### config.mk
export PLATFORM = sky130hd
export DESIGN_NAME = usb_host_descriptor_frame_logic
export DESIGN_NICKNAME = d
export VERILOG_FILES = /design/src/include/usb_host_descriptor_frame_pkg.sv /design/src/hdl/usb_host_descriptor_frame_logic.sv
export VERILOG_INCLUDE_DIRS = /design/src /design/src/include
export SDC_FILE = /design/constraint.sdc
export NUM_CORES = 1
export LEC_CHECK = 0
export BUFFER_PORTS_ARGS = -buffer_cell sky130_fd_sc_hd__buf_4
export CORE_AREA = 2 2 270 272
export DETAILED_ROUTE_END_ITERATION = 16
export DIE_AREA = 0 0 272 274
export MAX_ROUTING_LAYER = met4
export SYNTH_ARGS = -nofsm -noshare
export SYNTH_HDL_FRONTEND = slang
export SYNTH_SLANG_ARGS = --single-unit
### constraint.sdc
create_clock -name mclk -period 2.25 [get_ports mclk]
set_input_delay 0.225 -clock mclk [delete_from_list [all_inputs] [get_ports mclk]]
set_output_delay 0.225 -clock mclk [all_outputs]
set_load 0.03 [all_outputs]
### src/include/usb_host_descriptor_frame_defines.svh
// Offsets, field positions, reset values and timing counts of the descriptor and frame logic
`ifndef USB_HOST_DESCRIPTOR_FRAME_DEFINES_SVH
`define USB_HOST_DESCRIPTOR_FRAME_DEFINES_SVH

// ----------
// Register byte offsets
// ----------
`define OFS_FRAME_PERIOD_SETTING 4'h0
`define OFS_FRAME_COUNTDOWN_STATUS 4'h4
`define OFS_HOST_RUN_CONTROL 4'h8
`define OFS_PAYLOAD_BUDGET_STATUS 4'hC

// ----------
// Register fields
// ----------
`define FPS_LENGTH_MSB 13
`define FPS_MAXPAY_LSB 16
`define FPS_MAXPAY_MSB 30
`define FPS_MARKER_BIT 31
`define FPS_RESET 32'h0000_1000
`define RUN_OPERATIONAL_BIT 0

// ----------
// Descriptor word fields
// ----------
`define W0_OUTCOME_MSB 31
`define W0_OUTCOME_LSB 28
`define W0_RETRY_MSB 27
`define W0_RETRY_LSB 26
`define W0_TOGGLE_MSB 25
`define W0_TOGGLE_LSB 24
`define W0_IRQ_DELAY_MSB 23
`define W0_IRQ_DELAY_LSB 21
`define W0_DIR_MSB 20
`define W0_DIR_LSB 19
`define W0_ISO_SPAN_MSB 26
`define W0_ISO_SPAN_LSB 24
`define W0_ISO_FIRST_MSB 15
`define W0_ISO_FIRST_LSB 0
`define PAGE_MSB 31
`define PAGE_LSB 12
`define OFFSET_MSB 11
`define LINK_LSB 4
`define PAIR_LOW_MSB 15
`define PAIR_HIGH_LSB 16

// ----------
// Outcome codes
// ----------
`define OUTCOME_NO_FAULT 4'h0
`define OUTCOME_PAYLOAD_EXCESS 4'h8
`define OUTCOME_PAYLOAD_SHORT 4'h9

// ----------
// Timing
// ----------
`define REF_CLOCK_MHZ 12
`define STUFF_PERIOD_BITS 3'h7
`define DESC_WORD_COUNT 5

`endif

### src/include/usb_host_descriptor_frame_pkg.sv
// Types shared by the descriptor and frame logic
package usb_host_descriptor_frame_pkg;

   typedef enum logic [1:0] {
      OWNER_NONE = 2'b00,
      OWNER_SHARED_AREA = 2'b01,
      OWNER_ENDPOINT = 2'b10,
      OWNER_XFER = 2'b11
   } bus_owner_t;

   typedef struct packed {
      logic is_payload;
      logic is_read;
      logic [7:0] bytes;
      logic [31:0] start_addr;
      logic [31:0] write_data;
   } master_cmd_t;

   typedef struct packed {
      logic [3:0] outcome_code;
      logic [1:0] retry_error_tally;
      logic [1:0] toggle_sequence_bits;
      logic [31:0] new_buf_pointer;
      logic packet_is_in;
      logic [10:0] received_bytes;
   } desc_writeback_t;

endpackage : usb_host_descriptor_frame_pkg
### src/hdl/usb_host_descriptor_frame_logic.sv
// Descriptor holding words, bus master arbiter and frame timing of the USB host list processor
//
// Operation
// RULE_01: General status word: outcome 31-28, retries 27-26, toggle 25-24, delay, direction.
// RULE_02: Outcome codes: 0000 no fault, 1000 payload excess, 1001 payload short.
// RULE_03: Five 32-bit holding words, shared by both descriptor kinds, not software visible.
// RULE_04: Isochronous status word: outcome 31-28, span 26-24, delay 23-21, first frame.
// RULE_05: Strobe index 0 loads the full fetched word into status word zero.
// RULE_06: On serviced writeback update outcome, retries, toggle; isochronous only outcome.
// RULE_07: Word one holds buffer page and offset; loaded on strobe index 1.
// RULE_08: Buffer pointer written back only for general, serviced, good or excess/short.
// RULE_09: Word two link loaded from bits 31-4; retire overwrites with queue head.
// RULE_10: Strobe 3 loads end page and end offset plus one.
// RULE_11: Odd isochronous index not equal span stores next offset via strobes 5-7.
// RULE_12: Word three never changes on writeback, only through its loads.
// RULE_13: Even index: current offset low, next high; odd: current high, next spare.
// RULE_14: Offset pair loads on strobe index four plus half the relative frame.
// RULE_15: Isochronous writeback rewrites only current half with outcome and byte count.
// RULE_16: Shared area writeback has top priority when no other grant and master idle.
// RULE_17: Endpoint or transfer grant only with shared request low and master idle.
// RULE_18: Master cycle request pulses one clock when a submaster is granted.
// RULE_19: Granted submaster's control and write data route to the bus master.
// RULE_20: Register read data multiplexed onto the slave read bus by address decode.
// RULE_21: Frame start copies frame length and period marker into the countdown.
// RULE_22: Frame start loads the payload budget counter from the programmed maximum.
// RULE_23: Countdown is 14 bits, one step per bit time, valid while operational.
// RULE_24: At zero the countdown reloads on the next 12 MHz reference edge.
// RULE_25: Entering operational state reloads the countdown.
// RULE_26: Software inverts the period marker whenever it programs a new length.
// RULE_27: Countdown and marker can be read any time without disturbing them.
//
// Chosen here: the Avalon-MM register port and the register addresses.
`timescale 1ns/1ps
`include "usb_host_descriptor_frame_defines.svh"

module usb_host_descriptor_frame_logic #(
   parameter int LENGTH_WIDTH = 14,
   parameter int BUDGET_WIDTH = 15
) (
   input wire logic mclk,
   input wire logic resetn,
   // Avalon-MM register slave
   input wire logic [3:0] avs_address,
   input wire logic avs_read,
   input wire logic avs_write,
   input wire logic [31:0] avs_writedata,
   input wire logic [3:0] avs_byteenable,
   output logic [31:0] avs_readdata,
   output logic avs_waitrequest,
   // 12 MHz reference pin and frame timing outputs
   input wire logic ref_clk_12m,
   output logic frame_start,
   output logic operational_state,
   output logic [BUDGET_WIDTH-1:0] payload_budget,
   // Descriptor loading and writeback
   input wire logic [31:0] fetched_bus_word,
   input wire logic [7:0] desc_word_load_strobe,
   input wire logic desc_is_iso,
   input wire logic [2:0] relative_frame_index,
   input wire logic xfer_serviced_flag,
   input wire logic desc_writeback_flag,
   input wire logic desc_retire,
   input wire logic [31:4] retired_queue_head,
   input wire usb_host_descriptor_frame_pkg::desc_writeback_t wb_info,
   output logic [31:0] desc_word0,
   output logic [31:0] desc_word1,
   output logic [31:0] desc_word2,
   output logic [31:0] desc_word3,
   output logic [31:0] iso_offset_status_pair,
   // Bus master arbitration
   input wire logic shared_area_wb_req,
   input wire logic endpoint_desc_req,
   input wire logic xfer_desc_req,
   input wire logic bus_master_busy,
   input wire usb_host_descriptor_frame_pkg::master_cmd_t shared_area_cmd,
   input wire usb_host_descriptor_frame_pkg::master_cmd_t endpoint_desc_cmd,
   input wire usb_host_descriptor_frame_pkg::master_cmd_t xfer_desc_cmd,
   output logic shared_area_wb_ack,
   output logic endpoint_desc_ack,
   output logic xfer_desc_ack,
   output logic master_cycle_request,
   output logic master_cycle_is_payload,
   output logic master_cycle_is_read,
   output logic [7:0] master_cycle_bytes,
   output logic [31:0] master_cycle_start_addr,
   output logic [31:0] master_write_bus
);

   // ----------
   // Functions
   // ----------
   function automatic logic [31:0] merge_bytes(input logic [31:0] old_value,
                                               input logic [31:0] new_value,
                                               input logic [3:0] lanes);
      logic [31:0] result;
      result = old_value;
      for (int i = 0; i < 4; i++) begin
         if (lanes[i]) begin
            result[i*8 +: 8] = new_value[i*8 +: 8];
         end
      end
      return result;
   endfunction : merge_bytes

   function automatic logic good_outcome(input logic [3:0] code);
      return (code == `OUTCOME_NO_FAULT) || (code == `OUTCOME_PAYLOAD_EXCESS) ||
             (code == `OUTCOME_PAYLOAD_SHORT);
   endfunction : good_outcome

   // ----------
   // Avalon slave
   // ----------
   logic bus_done;
   logic [31:0] frame_period_setting;
   logic host_run;
   logic [LENGTH_WIDTH-1:0] bit_times_left;
   logic active_period_marker;
   logic [31:0] slave_read_bus;

   wire bus_access = avs_read | avs_write;
   wire write_commit = avs_write & bus_done;
   wire hit_period = (avs_address == `OFS_FRAME_PERIOD_SETTING);
   wire hit_countdown = (avs_address == `OFS_FRAME_COUNTDOWN_STATUS);
   wire hit_run = (avs_address == `OFS_HOST_RUN_CONTROL);
   wire hit_budget = (avs_address == `OFS_PAYLOAD_BUDGET_STATUS);
   wire [31:0] countdown_word = {active_period_marker,
                                 {(31 - LENGTH_WIDTH){1'b0}}, bit_times_left};
   wire [31:0] run_word = {31'h0000_0000, host_run};
   wire [31:0] budget_word = {{(32 - BUDGET_WIDTH){1'b0}}, payload_budget};
   wire [31:0] merged_period = merge_bytes(frame_period_setting, avs_writedata, avs_byteenable);
   wire [31:0] merged_run = merge_bytes(run_word, avs_writedata, avs_byteenable);

   // Read mux, unmapped reads as zero
   always_comb begin
      if (hit_period) begin
         slave_read_bus = frame_period_setting; // RULE_20
      end else if (hit_countdown) begin
         slave_read_bus = countdown_word; // RULE_27
      end else if (hit_run) begin
         slave_read_bus = run_word;
      end else if (hit_budget) begin
         slave_read_bus = budget_word;
      end else begin
         slave_read_bus = 32'h0000_0000;
      end
   end

   assign avs_waitrequest = bus_access & ~bus_done;

   always_ff @(posedge mclk or negedge resetn) begin
      if (!resetn) begin
         bus_done <= 1'b0;
         avs_readdata <= 32'h0000_0000;
      end else begin
         bus_done <= bus_access & ~bus_done;
         if (avs_read && !bus_done) begin
            avs_readdata <= slave_read_bus; // RULE_20
         end
      end
   end

   always_ff @(posedge mclk or negedge resetn) begin
      if (!resetn) begin
         frame_period_setting <= `FPS_RESET;
         host_run <= 1'b0;
      end else if (write_commit) begin
         if (hit_period) begin
            frame_period_setting <= merged_period;
         end
         if (hit_run) begin
            host_run <= merged_run[`RUN_OPERATIONAL_BIT];
         end
      end
   end

   // ----------
   // Frame countdown
   // ----------
   logic ref_meta;
   logic ref_sync;
   logic ref_prev;
   logic run_prev;
   logic [2:0] stuff_phase;

   wire ref_edge = ref_sync & ~ref_prev;
   wire enter_operational = host_run & ~run_prev;
   wire [LENGTH_WIDTH-1:0] frame_length_bits = frame_period_setting[`FPS_LENGTH_MSB:0];
   wire period_change_marker = frame_period_setting[`FPS_MARKER_BIT];
   wire [BUDGET_WIDTH-1:0] max_fullspeed_payload_bits =
      frame_period_setting[`FPS_MAXPAY_MSB:`FPS_MAXPAY_LSB];
   wire countdown_zero = (bit_times_left == '0);
   wire frame_reload = enter_operational | (host_run & ref_edge & countdown_zero); // RULE_24
   wire bit_step = host_run & ref_edge & ~countdown_zero;
   wire [LENGTH_WIDTH-1:0] next_bit_times_left = bit_times_left - LENGTH_WIDTH'(1);
   wire [2:0] next_stuff_phase = (stuff_phase == `STUFF_PERIOD_BITS - 3'h1) ? 3'h0 :
                                 stuff_phase + 3'h1;
   wire budget_step = bit_step & (payload_budget != '0) &
                      (stuff_phase != `STUFF_PERIOD_BITS - 3'h1);

   assign operational_state = host_run;

   always_ff @(posedge mclk or negedge resetn) begin
      if (!resetn) begin
         ref_meta <= 1'b0;
         ref_sync <= 1'b0;
         ref_prev <= 1'b0;
         run_prev <= 1'b0;
      end else begin
         ref_meta <= ref_clk_12m;
         ref_sync <= ref_meta;
         ref_prev <= ref_sync;
         run_prev <= host_run;
      end
   end

   always_ff @(posedge mclk or negedge resetn) begin
      if (!resetn) begin
         bit_times_left <= '0;
         active_period_marker <= 1'b0;
         frame_start <= 1'b0;
      end else begin
         frame_start <= frame_reload;
         if (frame_reload) begin
            bit_times_left <= frame_length_bits; // RULE_21 RULE_25
            active_period_marker <= period_change_marker; // RULE_21 RULE_26
         end else if (bit_step) begin
            bit_times_left <= next_bit_times_left; // RULE_23
         end
      end
   end

   // Payload budget drops six of every seven bit times to model stuffing
   always_ff @(posedge mclk or negedge resetn) begin
      if (!resetn) begin
         payload_budget <= '0;
         stuff_phase <= 3'h0;
      end else if (frame_reload) begin
         payload_budget <= max_fullspeed_payload_bits; // RULE_22
         stuff_phase <= 3'h0;
      end else if (bit_step) begin
         stuff_phase <= next_stuff_phase;
         if (budget_step) begin
            payload_budget <= payload_budget - BUDGET_WIDTH'(1);
         end
      end
   end

   // ----------
   // Descriptor holding words
   // ----------
   wire writeback_now = xfer_serviced_flag & desc_writeback_flag;
   wire frame_is_odd = relative_frame_index[0];
   wire [2:0] span = desc_word0[`W0_ISO_SPAN_MSB:`W0_ISO_SPAN_LSB];
   wire [2:0] pair_strobe_index = 3'h4 + {1'b0, relative_frame_index[2:1]};
   wire pair_load = desc_word_load_strobe[pair_strobe_index]; // RULE_14
   wire spare_load = desc_is_iso & (relative_frame_index != span) &
                     ((desc_word_load_strobe[5] & (relative_frame_index == 3'h1)) |
                      (desc_word_load_strobe[6] & (relative_frame_index == 3'h3)) |
                      (desc_word_load_strobe[7] & (relative_frame_index == 3'h5)));
   wire [11:0] end_offset_plus1 = fetched_bus_word[`OFFSET_MSB:0] + 12'h001;
   wire [15:0] packet_status = {wb_info.outcome_code, 1'b0,
                                wb_info.packet_is_in ? wb_info.received_bytes : 11'h000};

   // Word zero: status, loaded whole, outcome fields rewritten on writeback
   always_ff @(posedge mclk or negedge resetn) begin
      if (!resetn) begin
         desc_word0 <= 32'h0000_0000;
      end else if (desc_word_load_strobe[0]) begin
         desc_word0 <= fetched_bus_word; // RULE_03 RULE_05
      end else if (writeback_now) begin
         desc_word0[`W0_OUTCOME_MSB:`W0_OUTCOME_LSB] <= wb_info.outcome_code; // RULE_01 RULE_04
         if (!desc_is_iso) begin
            desc_word0[`W0_RETRY_MSB:`W0_RETRY_LSB] <= wb_info.retry_error_tally; // RULE_06
            desc_word0[`W0_TOGGLE_MSB:`W0_TOGGLE_LSB] <= wb_info.toggle_sequence_bits; // RULE_06
         end
      end
   end

   // Word one: buffer pointer
   always_ff @(posedge mclk or negedge resetn) begin
      if (!resetn) begin
         desc_word1 <= 32'h0000_0000;
      end else if (desc_word_load_strobe[1]) begin
         desc_word1 <= fetched_bus_word; // RULE_07
      end else if (writeback_now && !desc_is_iso && good_outcome(wb_info.outcome_code)) begin
         desc_word1 <= wb_info.new_buf_pointer; // RULE_02 RULE_08
      end
   end

   // Word two: link, replaced by queue head on retirement
   always_ff @(posedge mclk or negedge resetn) begin
      if (!resetn) begin
         desc_word2 <= 32'h0000_0000;
      end else if (desc_word_load_strobe[2]) begin
         desc_word2 <= {fetched_bus_word[31:`LINK_LSB], 4'h0}; // RULE_09
      end else if (desc_retire) begin
         desc_word2 <= {retired_queue_head, 4'h0}; // RULE_09
      end
   end

   // Word three: end pointer; low field doubles as spare offset, no writeback path
   always_ff @(posedge mclk or negedge resetn) begin
      if (!resetn) begin
         desc_word3 <= 32'h0000_0000;
      end else if (desc_word_load_strobe[3]) begin
         desc_word3 <= {fetched_bus_word[`PAGE_MSB:`PAGE_LSB], end_offset_plus1}; // RULE_10 RULE_12
      end else if (spare_load) begin
         desc_word3[`OFFSET_MSB:0] <= fetched_bus_word[`OFFSET_MSB:0]; // RULE_11 RULE_13
      end
   end

   // Offset pair: only the current frame's half is rewritten
   always_ff @(posedge mclk or negedge resetn) begin
      if (!resetn) begin
         iso_offset_status_pair <= 32'h0000_0000;
      end else if (pair_load) begin
         iso_offset_status_pair <= fetched_bus_word; // RULE_13 RULE_14
      end else if (writeback_now && desc_is_iso) begin
         if (frame_is_odd) begin
            iso_offset_status_pair[31:`PAIR_HIGH_LSB] <= packet_status; // RULE_15
         end else begin
            iso_offset_status_pair[`PAIR_LOW_MSB:0] <= packet_status; // RULE_15
         end
      end
   end

   // ----------
   // Bus master arbitration and muxing
   // ----------
   usb_host_descriptor_frame_pkg::bus_owner_t owner;
   usb_host_descriptor_frame_pkg::master_cmd_t chosen_cmd;

   wire any_ack = shared_area_wb_ack | endpoint_desc_ack | xfer_desc_ack;
   wire next_shared_ack = shared_area_wb_req &
                          (shared_area_wb_ack | (~endpoint_desc_ack & ~xfer_desc_ack &
                                                 ~bus_master_busy)); // RULE_16
   wire lower_free = ~shared_area_wb_req & ~bus_master_busy & ~any_ack;
   wire next_endpoint_ack = endpoint_desc_req & (endpoint_desc_ack | lower_free); // RULE_17
   wire next_xfer_ack = xfer_desc_req & ~endpoint_desc_req &
                        (xfer_desc_ack | lower_free); // RULE_17
   wire new_grant = (next_shared_ack & ~shared_area_wb_ack) |
                    (next_endpoint_ack & ~endpoint_desc_ack) |
                    (next_xfer_ack & ~xfer_desc_ack);

   always_comb begin
      if (next_shared_ack) begin
         owner = usb_host_descriptor_frame_pkg::OWNER_SHARED_AREA;
         chosen_cmd = shared_area_cmd;
      end else if (next_endpoint_ack) begin
         owner = usb_host_descriptor_frame_pkg::OWNER_ENDPOINT;
         chosen_cmd = endpoint_desc_cmd;
      end else if (next_xfer_ack) begin
         owner = usb_host_descriptor_frame_pkg::OWNER_XFER;
         chosen_cmd = xfer_desc_cmd;
      end else begin
         owner = usb_host_descriptor_frame_pkg::OWNER_NONE;
         chosen_cmd = '0;
      end
   end

   always_ff @(posedge mclk or negedge resetn) begin
      if (!resetn) begin
         shared_area_wb_ack <= 1'b0;
         endpoint_desc_ack <= 1'b0;
         xfer_desc_ack <= 1'b0;
         master_cycle_request <= 1'b0;
      end else begin
         shared_area_wb_ack <= next_shared_ack;
         endpoint_desc_ack <= next_endpoint_ack;
         xfer_desc_ack <= next_xfer_ack;
         master_cycle_request <= new_grant; // RULE_18
      end
   end

   always_ff @(posedge mclk or negedge resetn) begin
      if (!resetn) begin
         master_cycle_is_payload <= 1'b0;
         master_cycle_is_read <= 1'b0;
         master_cycle_bytes <= 8'h00;
         master_cycle_start_addr <= 32'h0000_0000;
         master_write_bus <= 32'h0000_0000;
      end else if (owner != usb_host_descriptor_frame_pkg::OWNER_NONE) begin
         master_cycle_is_payload <= chosen_cmd.is_payload; // RULE_19
         master_cycle_is_read <= chosen_cmd.is_read; // RULE_19
         master_cycle_bytes <= chosen_cmd.bytes; // RULE_19
         master_cycle_start_addr <= chosen_cmd.start_addr; // RULE_19
         master_write_bus <= chosen_cmd.write_data; // RULE_19
      end
   end

endmodule : usb_host_descriptor_frame_logic

==> key figures <==
Run status
  • Status: completed

Critical path
  • CP Capture Type: flip-flop
  • R2R depth: 5
  • Worst endpoint data arrival time: 2.60 ns
  • CP Launch Type: primary input
  • Reg-to-reg endpoint: bit_times_left[10]
  • RR Startpoint: bit_times_left[9]
  • Worst EP required: 2.70 ns
  • Crit Path Max Fanout: 25
  • R2R setup slack: 0.11 ns
  • Worst setup path class: primary input to flip-flop

Timing
  • Worst-Margin Slew: 0.781 ns
  • Final worst-path cycle share: 95.3%
  • Final Max Tran Viols: 0
  • Final setup TNS: 0 ns
  • RSZ-0062 raised after global routing: no
  • Final number of setup-violating endpoints: 0
  • Minimum clock period: 2.14 ns
  • Hold Fails Final Rpt: 0
  • Rel. slew slack: 47.8%
  • Clock skew: 0.0203 ns
  • Max frequency: 0.466 GHz

Global route
  • Total global-route track usage: 18.6%
  • Largest net degree at the start of global routing: 71
  • Global-route wire length before repair: 104000 um
  • Grt ovf: 0
  • Initial antenna violation count: 11
  • Vias in the first global route: 17100

Routing
  • Met2 wire length: 33400 um
  • Vias: 16600
  • Antenna viol nets, final: 0
  • First-pass DRT Iterations: 6
  • M1 wire length: 29600 um
  • DR WL met3: 5080 um
  • Total wire length: 71100 um
  • DRC Markers: 0
  • Via density: 4.69
  • Uppermost layer routed: met4
  • Wire per inst: 20.1 um
  • Detailed Route Iter0 Violations: 1054

Power
  • Leakage: 12.7 nW
  • Net load switching power: 7.69 mW
  • P_int: 14.5 mW
  • Sequential Power Share: 35.4%
  • Comb pwr share: 31.1%
  • Pwr Density: 810 mW/mm2
  • Clock Power Share: 33.5%
  • Peak VDD IR: 438 uV
  • Switching Fraction: 34.7%

Die
  • Initial Util: 21.8%
  • Die height: 274 um
  • Num rows: 99
  • Core ar.: 0.0720 mm2
  • Die Area: 0.0745 mm2
  • Die width: 272 um
  • # IOs: 686

Place
  • Gp weighted congestion: 0.933
  • IO Port Bufs: 681
  • Detail Placement HPWL: 51300 um
  • Placed cell count: 3082
  • DP Area: 0.0221 mm2

Clock network
  • Post-CTS Setup Inserts: 0
  • CTS Sinks: 338
  • TritonCTS Buffers: 43
  • Bufs on Longest Clock Path: 3
  • CTS tree: built
  • Clk slew on worst S/H paths: 0.06 ns
  • H-Tree Level Count: 2
  • Worst-Skew Late Latency: 0.59 ns
  • CTS root buf: clkbuf_16

Finish
  • Layout area overhead: 74.8%
  • Fin area: 0.0274 mm2
  • Layout cells sized above 1: 35.0%
  • Fin cells: 3539
  • # nets final: 2935

Logic synthesis
  • Sequential fraction of the synthesis area: 54.0%
  • Synth top area cells: dfrtp_1, mux2i_1, nand2_1
  • Warnings, synthesis: 0
  • Mean Syn Cell Area: 10.5 um2
  • Seq cells post-synth: 338
  • Largest area contributor in the synthesized netlist: dfrtp_1
  • Count of cell types in the netlist: 69
  • Synth Cell Area: 0.0157 mm2
  • Asr flop ratio synth: 100%
  • Cell with the most instances after synthesis: dfrtp_1
  • Main synth FF type: dfrtp_1
  • Share of Yosys cell area claimed by the top area cell type: 53.9%
  • Syn Inst Count: 1486
  • Synth cell count leaders: dfrtp_1, nand2_1, nor2_1, o21ai_0, clkbuf_1
  • Post-synth EDFFs: 0

Min path
  • Hold Path Stages: 3
  • Hold Path End: master_write_bus[10]
  • Min-delay src: endpoint_desc_cmd[10]
  • Min-Delay Path Class: primary input to flip-flop

Job
  • Maxcap violations: 0
## cell families after synthesis
| logic type | count (synthesis) | synth area share (%) |
|---|---|---|
| xor+xnor | 14 | 0.783 |
| other cells | 1 | 0.0240 |
| fa+ha+maj | 3 | 0.240 |
| mux | 165 | 11.4 |
| compound gates | 420 | 18.3 |
| simple gates | 422 | 11.9 |
| buf+inv | 123 | 3.38 |
| flops | 338 | 54.0 |
## power by group through the flow
stage / clock, mW / sequential (mW) / combinational, mW
after global placement: 0 / 7.88 / 6.22
after global routing: 7.90 / 7.96 / 7.31
after detailed placement: 0 / 7.92 / 6.27
after floorplan: 0 / 9.15 / 1.90
final: 7.43 / 7.85 / 6.89
after CTS: 7.67 / 7.83 / 6.85
## cells in the final DEF (no fill, tap or decap), types with 5 or more instances in the layout
| cell | n |
|---|---|
| a21oi_1 | 42 |
| a221oi_1 | 76 |
| a22o_1 | 14 |
| and3_1 | 6 |
| buf_12 | 9 |
| buf_4 | 735 |
| bufinv_16 | 6 |
| clkbuf_16 | 43 |
| clkbuf_8 | 6 |
| clkinv_2 | 10 |
| dfrtp_1 | 337 |
| diode_2 | 12 |
| dlygate4sd3_1 | 366 |
| inv_1 | 10 |
| mux2_1 | 32 |
| mux2_2 | 54 |
| mux2i_1 | 77 |
| nand2_1 | 197 |
| nand2b_1 | 14 |
| nand3_1 | 13 |
| nand4_1 | 9 |
| nor2_1 | 129 |
| nor2b_1 | 5 |
| nor3_1 | 14 |
| nor4_1 | 6 |
| o211ai_1 | 5 |
| o21ai_0 | 126 |
| o21ai_1 | 47 |
| o2bb2ai_1 | 74 |
| xnor2_1 | 8 |
| xor2_1 | 6 |
## layout make-up
cell class              instances  area [um2]
fillers                      6889       44600
repair buffers               1111        9380
flip-flops and latches        338        8460
multi-input cells            1028        6720
well taps                     959        1200
clock buffers                  53        1170
clock inverters                26         369
inverters                      12        47.5
diodes                         12        30.0
## flip-flops by register name (all words and copies together), names as in the netlist, 3 cells and up
name	count
desc_word3	32
master_write_bus	32
bit_times_left	14
payload_budget	15
master_cycle_bytes	8
master_cycle_start_addr	32
desc_word0	32
iso_offset_status_pair	32
desc_word1	32
desc_word2	28
avs_readdata	32
frame_period_setting	32
stuff_phase	3
## per-layer routing
metal	global-route usage, %	vias up
li1	-	7524
met1	22.7	8126
met2	29.3	747
met3	4.66	192
met4	7.69	0
met5	-	-
## worst max-delay path, stage by stage
cell and delay (ns):
dlygate4sd3_1 0.57, buf_4 0.18, or4_4 0.58, buf_12 0.20, mux2i_1 0.16, o21ai_1 0.07
dlygate4sd3_1 0.59
## metrics by stage
stage / util, % / power, mW / setup slack [ns] / hold slack [ns]
2_1_floorplan: - / 11.0 / 0.134 / -0.0706
3_3_place_gp: 30.7 / 14.1 / 0.0942 / 0.199
3_5_place_dp: 30.7 / 14.2 / 0.109 / 0.196
4_1_cts: 38.0 / 22.4 / 0.00689 / 0.00349
5_1_grt: 38.0 / 23.2 / 0.000252 / 0.00809
6_report: 38.0 / 22.2 / 0.105 / 0.0473
## worst max-delay path by stage
stage | start | slack [ns] | cells past startpoint | endpoint
after floorplan | bit_times_left[0] | 0.13 | 7 | bit_times_left[10]
after global placement | bit_times_left[9] | 0.09 | 5 | bit_times_left[10]
after detailed placement | bit_times_left[9] | 0.11 | 5 | bit_times_left[10]
after CTS | wb_info[50] | 0.007 | 7 | desc_word1[26]
after global routing | shared_area_wb_ack | 0.0003 | 7 | master_write_bus[29]
final | wb_info[50] | 0.11 | 7 | desc_word1[30]
## what timing repair did
action	CTS	global route
setup endpoints to repair	0	8
gates resized for setup	0	3
endpoints found under the hold margin	344	0
hold buffers	366	0
Note: power is estimated with default switching activity, not from simulation.
